<file path="src/design/tone_ctrl_pkg.sv">
// Shared constants for the compressor rate and tone control block
package tone_ctrl_pkg;
  // Register offsets
  localparam logic [7:0] ADDR_RATE = 8'h46;
  localparam logic [7:0] ADDR_LEFT = 8'h47;
  localparam logic [7:0] ADDR_RIGHT = 8'h48;
  localparam logic [7:0] ADDR_LEN_HI = 8'h49;
  localparam logic [7:0] ADDR_LEN_MID = 8'h4A;
  localparam logic [7:0] ADDR_LEN_LO = 8'h4B;
  localparam logic [7:0] ADDR_SIN_HI = 8'h4C;
  localparam logic [7:0] ADDR_SIN_LO = 8'h4D;
  localparam logic [7:0] ADDR_COS_HI = 8'h4E;
  localparam logic [7:0] ADDR_COS_LO = 8'h4F;
  // Reset values
  localparam logic [7:0] RST_RATE = 8'h00;
  localparam logic [7:0] RST_LEFT = 8'h00;
  localparam logic [7:0] RST_RIGHT = 8'h00;
  localparam logic [7:0] RST_LEN_HI = 8'h00;
  localparam logic [7:0] RST_LEN_MID = 8'h00;
  localparam logic [7:0] RST_LEN_LO = 8'hEE;
  localparam logic [7:0] RST_SIN_HI = 8'h10;
  localparam logic [7:0] RST_SIN_LO = 8'hD8;
  localparam logic [7:0] RST_COS_HI = 8'h7E;
  localparam logic [7:0] RST_COS_LO = 8'hE3;
  localparam logic [7:0] UNMAPPED_DATA = 8'h00;
  // Field positions
  localparam int TONE_EN_BIT = 7;
  localparam int RESERVED_BIT = 6;
  localparam int VOL_MSB = 5;
  localparam int LINK_MSB = 7;
  localparam int LINK_LSB = 6;
  localparam int ATTACK_MSB = 7;
  localparam int ATTACK_LSB = 4;
  localparam int DECAY_MSB = 3;
  // Volume link modes
  localparam logic [1:0] LINK_INDEPENDENT = 2'h0;
  localparam logic [1:0] LINK_LEFT_FROM_RIGHT = 2'h1;
  localparam logic [1:0] LINK_RIGHT_FROM_LEFT = 2'h2;
  // Rate steps: dB per word clock, unsigned, 24 fractional bits
  localparam int STEP_W = 27;
  localparam int STEP_FRAC = 24;
  localparam logic [26:0] ATTACK_BASE = 27'h400_0000;
  localparam logic [26:0] BASE_DECAY_STEP = 27'h004_0000;
  // Tone gain in dB: top gain minus the code
  localparam logic signed [6:0] GAIN_TOP_DB = 7'h02;
  // Oscillator coefficients are Q1.15, doubled by shifting one less
  localparam int OSC_SHIFT = 14;
  localparam logic signed [15:0] SAMPLE_MAX = 16'sh7FFF;
  localparam logic signed [15:0] SAMPLE_MIN = -16'sh7FFF;
  // Sample rate enable
  localparam int MCLK_HZ = 40_000_000;
  localparam int SAMPLE_HZ = 48_000;
  localparam int SAMPLE_DIV = MCLK_HZ / SAMPLE_HZ;
  localparam int DIV_W = 10;
  localparam logic [9:0] DIV_LAST = 10'(SAMPLE_DIV - 1);
  localparam int LEN_W = 24;
endpackage : tone_ctrl_pkg

</file>
<file path="src/design/compressor_rates_and_tone_control.sv">
// Compressor rate registers and tone generator control
// Notes on behaviour
// RULE1: Attack code 0 means 4 dB per word clock, each code halves it.
// RULE2: Decay step is 0.015625 dB divided by two to the decay code.
// RULE3: Tone enable starts the tone, self-clears at end, zero keeps it off.
// RULE4: Tone sounds only in the tone-capable processing mode.
// RULE5: Left tone volume is +2 dB at code 0, minus 1 dB per code.
// RULE6: Right tone volume decodes the same, down to -61 dB.
// RULE7: Link field 01 copies right to left, 10 left to right, else own.
// RULE8: Length high byte register supplies the top eight of 24 length bits.
// RULE9: Host writes the reserved left-control bit only with its reset value.
// RULE10: Middle and low length bytes complete the count; low resets to 0xEE.
// RULE11: Tone comes from 16-bit sine and cosine coefficients, split in bytes.
// RULE12: Count one per sample while playing, stop at length, clear enable.
`timescale 1ns/10ps
`default_nettype none
module compressor_rates_and_tone_control (
  // Clock and reset
  input wire logic mclk,
  input wire logic rst_b,
  // Register port
  input wire logic [7:0] regAddr,
  input wire logic [7:0] regWrData,
  input wire logic regWrEn,
  input wire logic regRdEn,
  output logic [7:0] regRdData,
  // Processing mode from the DAC path
  input wire logic toneCapableMode,
  // Compressor rates, 24 fractional bits
  output logic [tone_ctrl_pkg::STEP_W-1:0] attackStep,
  output logic [tone_ctrl_pkg::STEP_W-1:0] decayStep,
  // Tone output
  output logic toneActive,
  output logic toneDone,
  output logic sampleTick,
  output logic signed [15:0] toneSample,
  output logic signed [6:0] leftGainDb,
  output logic signed [6:0] rightGainDb
);
  import tone_ctrl_pkg::*;

  typedef enum logic [1:0] {TONE_IDLE, TONE_START, TONE_RUN} tone_state_t;

  // Registers
  logic [7:0] rateCtrl;
  logic toneEnable;
  logic leftReserved;
  logic [5:0] leftVolume;
  logic [1:0] volumeLink;
  logic [5:0] rightVolume;
  logic [7:0] lengthHigh;
  logic [7:0] lengthMid;
  logic [7:0] lengthLow;
  logic [7:0] sinHigh;
  logic [7:0] sinLow;
  logic [7:0] cosHigh;
  logic [7:0] cosLow;

  // Tone sequencing
  tone_state_t toneState;
  tone_state_t next_toneState;
  logic [DIV_W-1:0] divCount;
  logic [LEN_W-1:0] sampleCount;
  logic [LEN_W-1:0] toneLength;
  logic lastSample;
  logic finish;
  logic oscLoad;
  logic oscStep;
  logic signed [15:0] oscSample;
  logic [5:0] leftSource;
  logic [5:0] rightSource;
  logic wrRate;
  logic wrLeft;
  logic wrRight;
  logic enableWrite;

  assign wrRate = regWrEn && (regAddr == ADDR_RATE);
  assign wrLeft = regWrEn && (regAddr == ADDR_LEFT);
  assign wrRight = regWrEn && (regAddr == ADDR_RIGHT);
  assign enableWrite = wrLeft && regWrData[TONE_EN_BIT];

  // Compressor rate register
  always_ff @(posedge mclk or negedge rst_b) begin
    if (!rst_b) begin
      rateCtrl <= RST_RATE;
    end else if (wrRate) begin
      rateCtrl <= regWrData;
    end
  end

  rate_step_decoder rateDecoder (
    .attackCode(rateCtrl[ATTACK_MSB:ATTACK_LSB]),
    .decayCode(rateCtrl[DECAY_MSB:0]),
    .attackStep(attackStep),
    .decayStep(decayStep)
  );

  // Left control fields; the reserved bit is stored as written
  always_ff @(posedge mclk or negedge rst_b) begin
    if (!rst_b) begin
      leftReserved <= RST_LEFT[RESERVED_BIT];
      leftVolume <= RST_LEFT[VOL_MSB:0];
    end else if (wrLeft) begin
      leftReserved <= regWrData[RESERVED_BIT];
      leftVolume <= regWrData[VOL_MSB:0];
    end
  end

  // Tone enable: a host write of one wins over the self-clear
  always_ff @(posedge mclk or negedge rst_b) begin
    if (!rst_b) begin
      toneEnable <= RST_LEFT[TONE_EN_BIT];
    end else if (wrLeft) begin
      toneEnable <= regWrData[TONE_EN_BIT]; // RULE3
    end else if (finish) begin
      toneEnable <= 1'b0; // RULE3 RULE12
    end
  end

  // Right control and link fields
  always_ff @(posedge mclk or negedge rst_b) begin
    if (!rst_b) begin
      volumeLink <= RST_RIGHT[LINK_MSB:LINK_LSB];
      rightVolume <= RST_RIGHT[VOL_MSB:0];
    end else if (wrRight) begin
      volumeLink <= regWrData[LINK_MSB:LINK_LSB];
      rightVolume <= regWrData[VOL_MSB:0];
    end
  end

  // Length and coefficient bytes
  always_ff @(posedge mclk or negedge rst_b) begin
    if (!rst_b) begin
      lengthHigh <= RST_LEN_HI;
      lengthMid <= RST_LEN_MID;
      lengthLow <= RST_LEN_LO; // RULE10
      sinHigh <= RST_SIN_HI;
      sinLow <= RST_SIN_LO;
      cosHigh <= RST_COS_HI;
      cosLow <= RST_COS_LO;
    end else if (regWrEn) begin
      case (regAddr)
        ADDR_LEN_HI: lengthHigh <= regWrData; // RULE8
        ADDR_LEN_MID: lengthMid <= regWrData; // RULE10
        ADDR_LEN_LO: lengthLow <= regWrData; // RULE10
        ADDR_SIN_HI: sinHigh <= regWrData; // RULE11
        ADDR_SIN_LO: sinLow <= regWrData; // RULE11
        ADDR_COS_HI: cosHigh <= regWrData; // RULE11
        ADDR_COS_LO: cosLow <= regWrData; // RULE11
        default: ;
      endcase
    end
  end

  assign toneLength = {lengthHigh, lengthMid, lengthLow}; // RULE8 RULE10

  // Read-back; the enable bit shows the live, self-cleared state
  always_ff @(posedge mclk or negedge rst_b) begin
    if (!rst_b) begin
      regRdData <= UNMAPPED_DATA;
    end else if (regRdEn) begin
      case (regAddr)
        ADDR_RATE: regRdData <= rateCtrl;
        ADDR_LEFT: regRdData <= {toneEnable, leftReserved, leftVolume};
        ADDR_RIGHT: regRdData <= {volumeLink, rightVolume};
        ADDR_LEN_HI: regRdData <= lengthHigh;
        ADDR_LEN_MID: regRdData <= lengthMid;
        ADDR_LEN_LO: regRdData <= lengthLow;
        ADDR_SIN_HI: regRdData <= sinHigh;
        ADDR_SIN_LO: regRdData <= sinLow;
        ADDR_COS_HI: regRdData <= cosHigh;
        ADDR_COS_LO: regRdData <= cosLow;
        default: regRdData <= UNMAPPED_DATA;
      endcase
    end
  end

  // Word clock enable from the master clock divider
  always_ff @(posedge mclk or negedge rst_b) begin
    if (!rst_b) begin
      divCount <= '0;
      sampleTick <= 1'b0;
    end else if (divCount == DIV_LAST) begin
      divCount <= '0;
      sampleTick <= 1'b1;
    end else begin
      divCount <= divCount + 1'b1;
      sampleTick <= 1'b0;
    end
  end

  // Counting pauses outside the tone mode, so a mode change cannot
  // cut a tone short; the tone resumes when the mode returns
  assign lastSample = (sampleCount + 1'b1) >= toneLength;
  assign oscStep = (toneState == TONE_RUN) && sampleTick && toneCapableMode;
  assign oscLoad = toneState == TONE_START;

  always_comb begin
    next_toneState = toneState;
    finish = 1'b0;
    case (toneState)
      TONE_IDLE: begin
        if (toneEnable) begin
          next_toneState = TONE_START; // RULE3
        end
      end
      TONE_START: begin
        if (!toneEnable) begin
          next_toneState = TONE_IDLE;
        end else if (toneLength == '0) begin
          finish = 1'b1; // RULE12
          next_toneState = TONE_IDLE;
        end else begin
          next_toneState = TONE_RUN;
        end
      end
      TONE_RUN: begin
        if (!toneEnable) begin
          next_toneState = TONE_IDLE; // RULE3
        end else if (oscStep && lastSample) begin
          finish = 1'b1; // RULE12
          next_toneState = TONE_IDLE;
        end
      end
      default: next_toneState = TONE_IDLE;
    endcase
    // A fresh enable written during the last sample restarts the tone
    if (enableWrite) begin
      next_toneState = TONE_START;
    end
  end

  always_ff @(posedge mclk or negedge rst_b) begin
    if (!rst_b) begin
      toneState <= TONE_IDLE;
    end else begin
      toneState <= next_toneState;
    end
  end

  // Sample counter for the tone length
  always_ff @(posedge mclk or negedge rst_b) begin
    if (!rst_b) begin
      sampleCount <= '0;
    end else if (toneState != TONE_RUN) begin
      sampleCount <= '0;
    end else if (oscStep) begin
      sampleCount <= sampleCount + 1'b1; // RULE12
    end
  end

  always_ff @(posedge mclk or negedge rst_b) begin
    if (!rst_b) begin
      toneDone <= 1'b0;
    end else begin
      toneDone <= finish;
    end
  end

  sine_oscillator oscillator (
    .mclk(mclk),
    .rst_b(rst_b),
    .load(oscLoad),
    .step(oscStep),
    .sinCoef({sinHigh, sinLow}),
    .cosCoef({cosHigh, cosLow}),
    .sample(oscSample)
  );

  // Output muted unless playing in the tone-capable mode
  always_ff @(posedge mclk or negedge rst_b) begin
    if (!rst_b) begin
      toneActive <= 1'b0;
      toneSample <= 16'h0000;
    end else if ((toneState == TONE_RUN) && toneCapableMode) begin
      toneActive <= 1'b1; // RULE4
      toneSample <= oscSample; // RULE4
    end else begin
      toneActive <= 1'b0;
      toneSample <= 16'h0000; // RULE4
    end
  end

  // Volume sources chosen by the link field
  always_comb begin
    leftSource = leftVolume;
    rightSource = rightVolume;
    case (volumeLink)
      LINK_LEFT_FROM_RIGHT: leftSource = rightVolume; // RULE7
      LINK_RIGHT_FROM_LEFT: rightSource = leftVolume; // RULE7
      default: ; // RULE7
    endcase
  end

  // Gain in dB is the top gain minus the code
  always_ff @(posedge mclk or negedge rst_b) begin
    if (!rst_b) begin
      leftGainDb <= GAIN_TOP_DB;
      rightGainDb <= GAIN_TOP_DB;
    end else begin
      leftGainDb <= GAIN_TOP_DB - $signed({1'b0, leftSource}); // RULE5
      rightGainDb <= GAIN_TOP_DB - $signed({1'b0, rightSource}); // RULE6
    end
  end
endmodule : compressor_rates_and_tone_control
`default_nettype wire

</file>
<file path="src/design/rate_step_decoder.sv">
// Decodes compressor attack and decay codes into dB-per-word-clock steps
`timescale 1ns/10ps
`default_nettype none
module rate_step_decoder (
  // Codes
  input wire logic [3:0] attackCode,
  input wire logic [3:0] decayCode,
  // Steps, 24 fractional bits
  output logic [tone_ctrl_pkg::STEP_W-1:0] attackStep,
  output logic [tone_ctrl_pkg::STEP_W-1:0] decayStep
);
  import tone_ctrl_pkg::*;

  // Each code step halves the rate; smallest steps stay exact in 24 bits
  assign attackStep = ATTACK_BASE >> attackCode; // RULE1
  assign decayStep = BASE_DECAY_STEP >> decayCode; // RULE2
endmodule : rate_step_decoder
`default_nettype wire

</file>
<file path="src/design/sine_oscillator.sv">
// Two-term recursive sine oscillator stepped once per sample
`timescale 1ns/10ps
`default_nettype none
module sine_oscillator (
  // Clock and reset
  input wire logic mclk,
  input wire logic rst_b,
  // Control
  input wire logic load,
  input wire logic step,
  input wire logic signed [15:0] sinCoef,
  input wire logic signed [15:0] cosCoef,
  // Output
  output logic signed [15:0] sample
);
  import tone_ctrl_pkg::*;

  logic signed [15:0] prev;
  logic signed [31:0] product;
  logic signed [33:0] wide;
  logic signed [15:0] next_sample;

  // y[n] = 2 cos(w) y[n-1] - y[n-2], saturated so rounding cannot wrap
  always_comb begin
    product = cosCoef * sample;
    wide = 34'(product >>> OSC_SHIFT) - 34'(prev);
    if (wide > 34'(SAMPLE_MAX)) begin
      next_sample = SAMPLE_MAX;
    end else if (wide < 34'(SAMPLE_MIN)) begin
      next_sample = SAMPLE_MIN;
    end else begin
      next_sample = wide[15:0];
    end
  end

  always_ff @(posedge mclk or negedge rst_b) begin
    if (!rst_b) begin
      sample <= 16'h0000;
      prev <= 16'h0000;
    end else if (load) begin
      sample <= sinCoef; // RULE11
      prev <= 16'h0000;
    end else if (step) begin
      sample <= next_sample; // RULE11
      prev <= sample;
    end
  end
endmodule : sine_oscillator
`default_nettype wire

</file>
<file path="config.mk">
export PLATFORM = sky130hd
export DESIGN_NAME = compressor_rates_and_tone_control
export DESIGN_NICKNAME = d
export VERILOG_FILES = /design/src/design/tone_ctrl_pkg.sv /design/src/design/compressor_rates_and_tone_control.sv /design/src/design/rate_step_decoder.sv /design/src/design/sine_oscillator.sv
export SDC_FILE = /design/constraint.sdc
export NUM_CORES = 1
export LEC_CHECK = 0
export BUFFER_PORTS_ARGS = -buffer_cell sky130_fd_sc_hd__buf_2
export CAP_MARGIN = 20
export CORE_MARGIN = 1.5
export CORE_UTILIZATION = 51
export CTS_CLUSTER_DIAMETER = 120
export CTS_CLUSTER_SIZE = 24
export DETAILED_ROUTE_END_ITERATION = 12
export GPL_ROUTABILITY_DRIVEN = 0
export PLACE_DENSITY = 0.68
export SLEW_MARGIN = 5
export SYNTH_ARGS = -nofsm -noshare
export SYNTH_HDL_FRONTEND = slang
export SYNTH_SLANG_ARGS = --single-unit
</file>
<file path="constraint.sdc">
create_clock -name mclk -period 8.7 [get_ports mclk]
set_input_delay 1.305 -clock mclk [delete_from_list [all_inputs] [get_ports mclk]]
set_output_delay 1.305 -clock mclk [all_outputs]
set_load 0.01 [all_outputs]
</file>
# --- After elaboration in Yosys (flattened, before gate mapping) ---
# Index checks and enable logic that the tools add are counted.
classes:
  n_mul: 1
  mux: 29
  eq_ne: 18
  n_reduce_logical: 21
  shifts: 2
  addsub: 5
  order_cmp: 3
ops:
  columns: ["op", "n"]
  rows:
  - ["$mux 16", 7]
  - ["$eq 8x7->1 const B", 10]
  - ["$pmux 8 s10", 1]
  - ["$mux 24", 2]
  - ["$gt 34x16->1 const B", 1]
  - ["$lt 34x16->1 const B", 1]
  - ["$mul 16x16->32", 1]
  - ["$shr 19x4->27 const A", 1]
  - ["$shr 27x4->27 const A", 1]
  - ["$add 24x1->24 const B", 1]
  - ["$ge 24x24->1", 1]
  - ["$logic_not 24->1", 1]
  - ["$sub 18x16->19", 1]
  - ["$reduce_and 2->1", 8]
  - ["$sub 2x6->7 const A", 2]
  - ["$mux 2", 6]
  - ["$mux 6", 2]
  - ["$add 10x1->10 const B", 1]
  - ["$eq 10x10->1 const B", 1]
  - ["$mux 10", 1]
  - ["$logic_and 1x1->1", 8]
  - ["$mux 1", 8]
  - ["$pmux 2 s3", 1]
  - ["$reduce_bool 2->1", 3]
  - ["7 further kinds", 9]
word_totals:
  ff_bits: 189
  input_bits: 21
  out_inout_bits: 95

# --- Logic depth before layout (Yosys ltp) ---
logic_depth:
  depth_word: 9
  mapped_depth: 37
  mapped_depth_nobuf: 34

# --- By module ---
# Synthesis repeated with hierarchy kept, for this count alone.
hier_totals:
  hier_cells: 2155
  hier_area_um2: 20737.4
modules_own_cells:
  columns: ["mod", "cells_per_inst", "seq_area_each_um2", "instances", "area_per_inst_um2"]
  rows:
  - ["sine_oscillator", 1324, 800.8, 1, 11895.2]
  - ["compressor_rates_and_tone_control", 768, 3958.8, 1, 8220.4]
  - ["rate_step_decoder", 63, 0.0, 1, 621.8]

# --- Worst setup path after synthesis ---
# No wires, ideal clock.
synth_timing:
  path_kind: "register to register"
  startpoint: "register cosLow[1]"
  endpoint: "register oscillator.sample[1]"
  setup_slack_ps: 577
  arrival_time_ps: 8031
  stages_incl_launch_ff: 32
  t_required_ps: 8608
  period_less_slack_ps: 8123
  n_path_buf: 3
  setup_time_ps: 92
  cell_sequence: "dfstp_2 clkbuf_1 clkbuf_1 nor2_1 fa_1 fa_1 fa_1 fa_1 fa_1 inv_1 fa_1 inv_1 ha_1 a21o_1 a21oi_1 nor2b_1 or2_1 a311o_1 a211oi_1 o21bai_1 xor2_1 ha_1 buf_2 nand2_1 o21ai_0 a21oi_1 a21boi_1 mux2i_1 nand2_1 or2_4 o21a_4 o31ai_2"
synth_between:
  elab_chain_cells: 7
  elab_cells_between_ends: 8
  classes_between: "add/sub (1); mul (1); order compare (2); mux (4)"
synth_rtl:
  columns: ["item", "line_no", "source"]
  rows:
  - ["start, declared", "compressor_rates_and_tone_control.sv:57", "logic [7:0] cosLow;"]
  - ["start signal, assigned", "compressor_rates_and_tone_control.sv:149", "ADDR_COS_LO: cosLow <= regWrData;"]
  - ["$mul 16x16->32 (*)", "sine_oscillator.sv:25", "product = cosCoef * sample;"]
  - ["$sub 18x16->19 (*)", "sine_oscillator.sv:26", "wide = 34'(product >>> OSC_SHIFT) - 34'(prev);"]
  - ["$lt 34x16->1", "sine_oscillator.sv:29", "end else if (wide < 34'(SAMPLE_MIN)) begin"]
  - ["$mux 16", "sine_oscillator.sv:29", null]
  - ["$mux 16 (*)", "sine_oscillator.sv:27", "if (wide > 34'(SAMPLE_MAX)) begin"]
  - ["$mux 16 (*)", "sine_oscillator.sv:43", "end else if (step) begin"]
  - ["$mux 16 (*)", "sine_oscillator.sv:40", "end else if (load) begin"]
  - ["end signal, assigned", "sine_oscillator.sv:41", "sample <= sinCoef;"]
  - ["end signal, assigned", "sine_oscillator.sv:44", "sample <= next_sample;"]
  - ["end, declared", "sine_oscillator.sv:14", "output logic signed [15:0] sample"]
# Mark *: on every way between the ends. The rest lies on a longest branch, timed or not. The select of a mux whose other input is x is not followed.
# A chain may end at the register's enable or synchronous reset.

# --- Final worst setup path ---
layout_timing:
  startpoint: "register oscillator.sample[5]"
  endpoint: "register oscillator.sample[0]"
layout_between:
  elab_chain_cells: 7
  elab_cells_between_ends: 8
  classes_between: "add/sub (1); mul (1); order compare (2); mux (4)"
layout_rtl:
  columns: ["item", "line_no"]
  rows:
  - ["$mul 16x16->32 (*)", "sine_oscillator.sv:25"]
  - ["$sub 18x16->19 (*)", "sine_oscillator.sv:26"]
  - ["$lt 34x16->1", "sine_oscillator.sv:29"]
  - ["$mux 16", "sine_oscillator.sv:29"]
  - ["$mux 16 (*)", "sine_oscillator.sv:27"]
  - ["$mux 16 (*)", "sine_oscillator.sv:43"]
  - ["$mux 16 (*)", "sine_oscillator.sv:40"]
# Marked as above.

==> metrics.md <==
| Metric | Value |
|---|---|
| Max IR drop VDD | `320 µV` |
| CTS tree | `yes` |
| Post-DP HPWL | `40.5 mm` |
| EDFF count, synth | `0` |
| WL/cell | `18.7 µm` |
| Worst-skew pair later-pin latency | `460 ps` |
| Register area share after synthesis | `23.2%` |
| Crit Path Max Fanout | `7` |
| Layout cells sized above 1 | `14.9%` |
| P_leak | `11.5 nW` |
| Yosys warns | `0` |
| Fin nets | `2708` |
| Clock Sinks | `189` |
| Critical-path top delay cell | `fa_1` |
| Reg clk slew, reported paths | `80 ps` |
| P&R area growth vs syn | `9.39%` |
| Ys async rst share | `100%` |
| Cell with the most instances after synthesis | `inv_1` |
| DRC viols | `0` |
| Status | `complete, no violations` |
| Core area | `39700 µm²` |
| Synth Flop Type | `dfrtp_1` |
| Critical path's top delay family | `adder cells` |
| Global-route wire length before repair | `85.3 mm` |
| Clock skew | `16.0 ps` |
| Avg Synthesized Cell Area | `9.24 µm²` |
| Worst EP arrival | `8860 ps` |
| Total gr overflow | `0` |
| Rel. slew slack | `34.1%` |
| # port buffers | `93` |
| Max-slew violations | `0` |
| Gr usage total | `26.3%` |
| Top post-synthesis cells by area | `fa_1 26%, dfrtp_1 20%, ha_1 7.9%, inv_1 7.1%, nand2_1 5.2%` |
| H-tree levels | `4` |
| CP peak stage delay | `540 ps` |
| Cells after Synth | `2222` |
| I/O pins | `116` |
| Die area | `41500 µm²` |
| Worst path bufs/invs | `7` |
| Cell Pwr Density | `195 nW/µm²` |
| Die X | `204 µm` |
| Vias | `15.5k` |
| Post-route cell area | `22500 µm²` |
| Routed Antenna Nets | `0` |
| Max frequency | `118 MHz` |
| Synth cell types | `89` |
| Largest net degree at the start of global routing | `127` |
| Most used cell, CP | `fa_1` |
| CTS buffer count | `17` |
| Initial DRC count | `1202` |
| Final hold vios | `0` |
| Die Y | `204 µm` |
| Hold buffers post-CTS | `0` |
| Drt first pass iters | `5` |
| CP Class | `reg -> reg` |
| Post-synth top area share | `25.5%` |
| Minimum clock period | `8480 ps` |
| Clk root buf | `clkbuf_16` |
| Req. time, crit path | `9080 ps` |
| Post-synthesis register bit count | `189` |
| Vias per cell | `5.48` |
| Setup TNS | `0 ps` |
| Synthesized cell area | `20500 µm²` |
| CTS max path bufs | `2` |
| Worst Hold Margin | `510 ps` |
| Post-synth top area cell | `fa_1` |
| Worst slew pin tran | `988 ps` |
| Initial antenna violation count | `1` |
| Period Utilization, post-route | `97.5%` |
| Total wire length | `52.9 mm` |
| Top cells by count, synth | `386 x inv_1, 285 x nand2_1, 262 x fa_1, 165 x dfrtp_1, 129 x ha_1` |
| Dpl cell area | `21500 µm²` |
| Min-Delay Path Class | `reg -> reg` |
| Fin util | `56.5%` |
| Startpoint class of the critical path | `flip-flop` |
| Diode count | `0` |
| Initial Util | `51.7%` |
| # rows | `73` |
| Final setup vio count | `0` |
| Critical Path Sink Type | `flip-flop` |
| Vias in the first global route | `16.1k` |
| Maxcap violations | `0` |
==> worst paths after layout <==
check,start,endpoint,slack (ps),cells after the start
worst max-delay path,oscillator.sample[5]$_DFFE_PN0P_,oscillator.sample[0]$_DFFE_PN0P_,220,33
worst min-delay path,leftReserved$_DFFE_PN0P_,leftReserved$_DFFE_PN0P_,510,1
worst max register to register,oscillator.sample[5]$_DFFE_PN0P_,oscillator.sample[0]$_DFFE_PN0P_,220,33
worst min register to register,leftReserved$_DFFE_PN0P_,leftReserved$_DFFE_PN0P_,510,1
max in group asynchronous,rst_b,oscillator.sample[5]$_DFFE_PN0P_,6290,3
min in group asynchronous,rst_b,leftGainDb[2]$_DFF_PN0_,710,1
==> routing by layer <==
metal | vias up | track usage (%) | routed length [µm]
li1 | 7100 | - | -
met1 | 7783 | 36.4 | 22600
met2 | 560 | 42.5 | 25500
met3 | 78 | 4.87 | 3750
met4 | 0 | 7.33 | 1050
met5 | - | 0 | 0
==> worst register-to-register path, delay by kind of cell (launching register included) <==
family	cells	cell delay, ps
AOI/OAI and AO/OA	9	2030
xor gates and xnor gates	2	390
adders and majority gates	8	3570
buffers and inverters	7	690
DFF	1	530
and+or+nand+nor	7	1210
==> report_power, final <==
group	internal (W)	leakage [nW]	switching, W
Sequential	0.000943	2.43	0.000112
Combinational	0.000959	8.79	0.00153
Clock	0.000471	0.299	0.000359
Total	0.00237	11.5	0.00200
==> cell type report <==
type,instances,area (µm²)
Multi-Input combinational cell,1541,13900
Tap cell,525,657
Inverter,386,1450
Clock buffer,20,457
Fill cell,3508,17300
Clock inverter,12,161
Timing Repair Buffer,161,1020
Sequential cell,189,4800
==> through the flow <==
stage	setup slack, ps	instances	total power (W)
detailed placement	-28.9	2777	0.00340
global route	-39.1	2834	0.00464
floorplan	577	2243	0.00281
global placement	195	2777	0.00334
finish	218	2834	0.00437
CTS	1.69	2809	0.00424
==> cells by family (layout without fill, tap and decap cells) <==
kind of cell | Yosys count | in the layout | synth area share [%]
and+or+nand+nor | 691 | 691 | 16.3
DFF | 189 | 189 | 23.2
buffers and inverters | 513 | 579 | 9.89
muxes | 90 | 90 | 5.40
other | 1 | 22 | 0.0183
adders and majority gates | 391 | 391 | 33.4
AOI/OAI and AO/OA | 262 | 262 | 8.12
xor gates and xnor gates | 85 | 85 | 3.66
==> flip-flops by register name (all words and copies together) (netlist names), 10 cells and up <==
register / count
toneSample: 16
divCount: 10
sampleCount: 24
oscillator.prev: 16
oscillator.sample: 16
==> what timing repair did <==
item,4_1_cts,5_1_grt
setup endpoints to repair,2,16
pin swaps,0,9
gates resized for setup,1,42
endpoints found under the hold margin,0,0
buffers inserted,0,23
==> placed cells by master (no fill, tap or decap), types with 15 or more instances in the layout <==
| master | netlist | routed |
|---|---|---|
| fa_1 | 262 | 261 |
| dfrtp_1 | 165 | 154 |
| buf_2 | 5 | 93 |
| nand3_1 | 40 | 40 |
| buf_4 | 22 | 62 |
| dfstp_2 | 24 | 17 |
| xor2_1 | 29 | 29 |
| mux2_2 | 57 | 57 |
| ha_1 | 129 | 124 |
| inv_1 | 386 | 384 |
| mux2i_1 | 22 | 22 |
| nand2_1 | 285 | 284 |
| and2_1 | 128 | 128 |
| conb_1 | 1 | 22 |
| nor2_1 | 95 | 94 |
| o21ai_0 | 80 | 79 |
| xnor2_1 | 55 | 55 |
| o21ai_1 | 22 | 22 |
| clkbuf_16 | 0 | 17 |
| a21oi_1 | 71 | 67 |
| nor3_1 | 33 | 33 |
| and3_1 | 26 | 24 |
| a21o_1 | 15 | 15 |
| nand2b_1 | 21 | 21 |
Note: power is estimated with default switching activity, not from simulation.
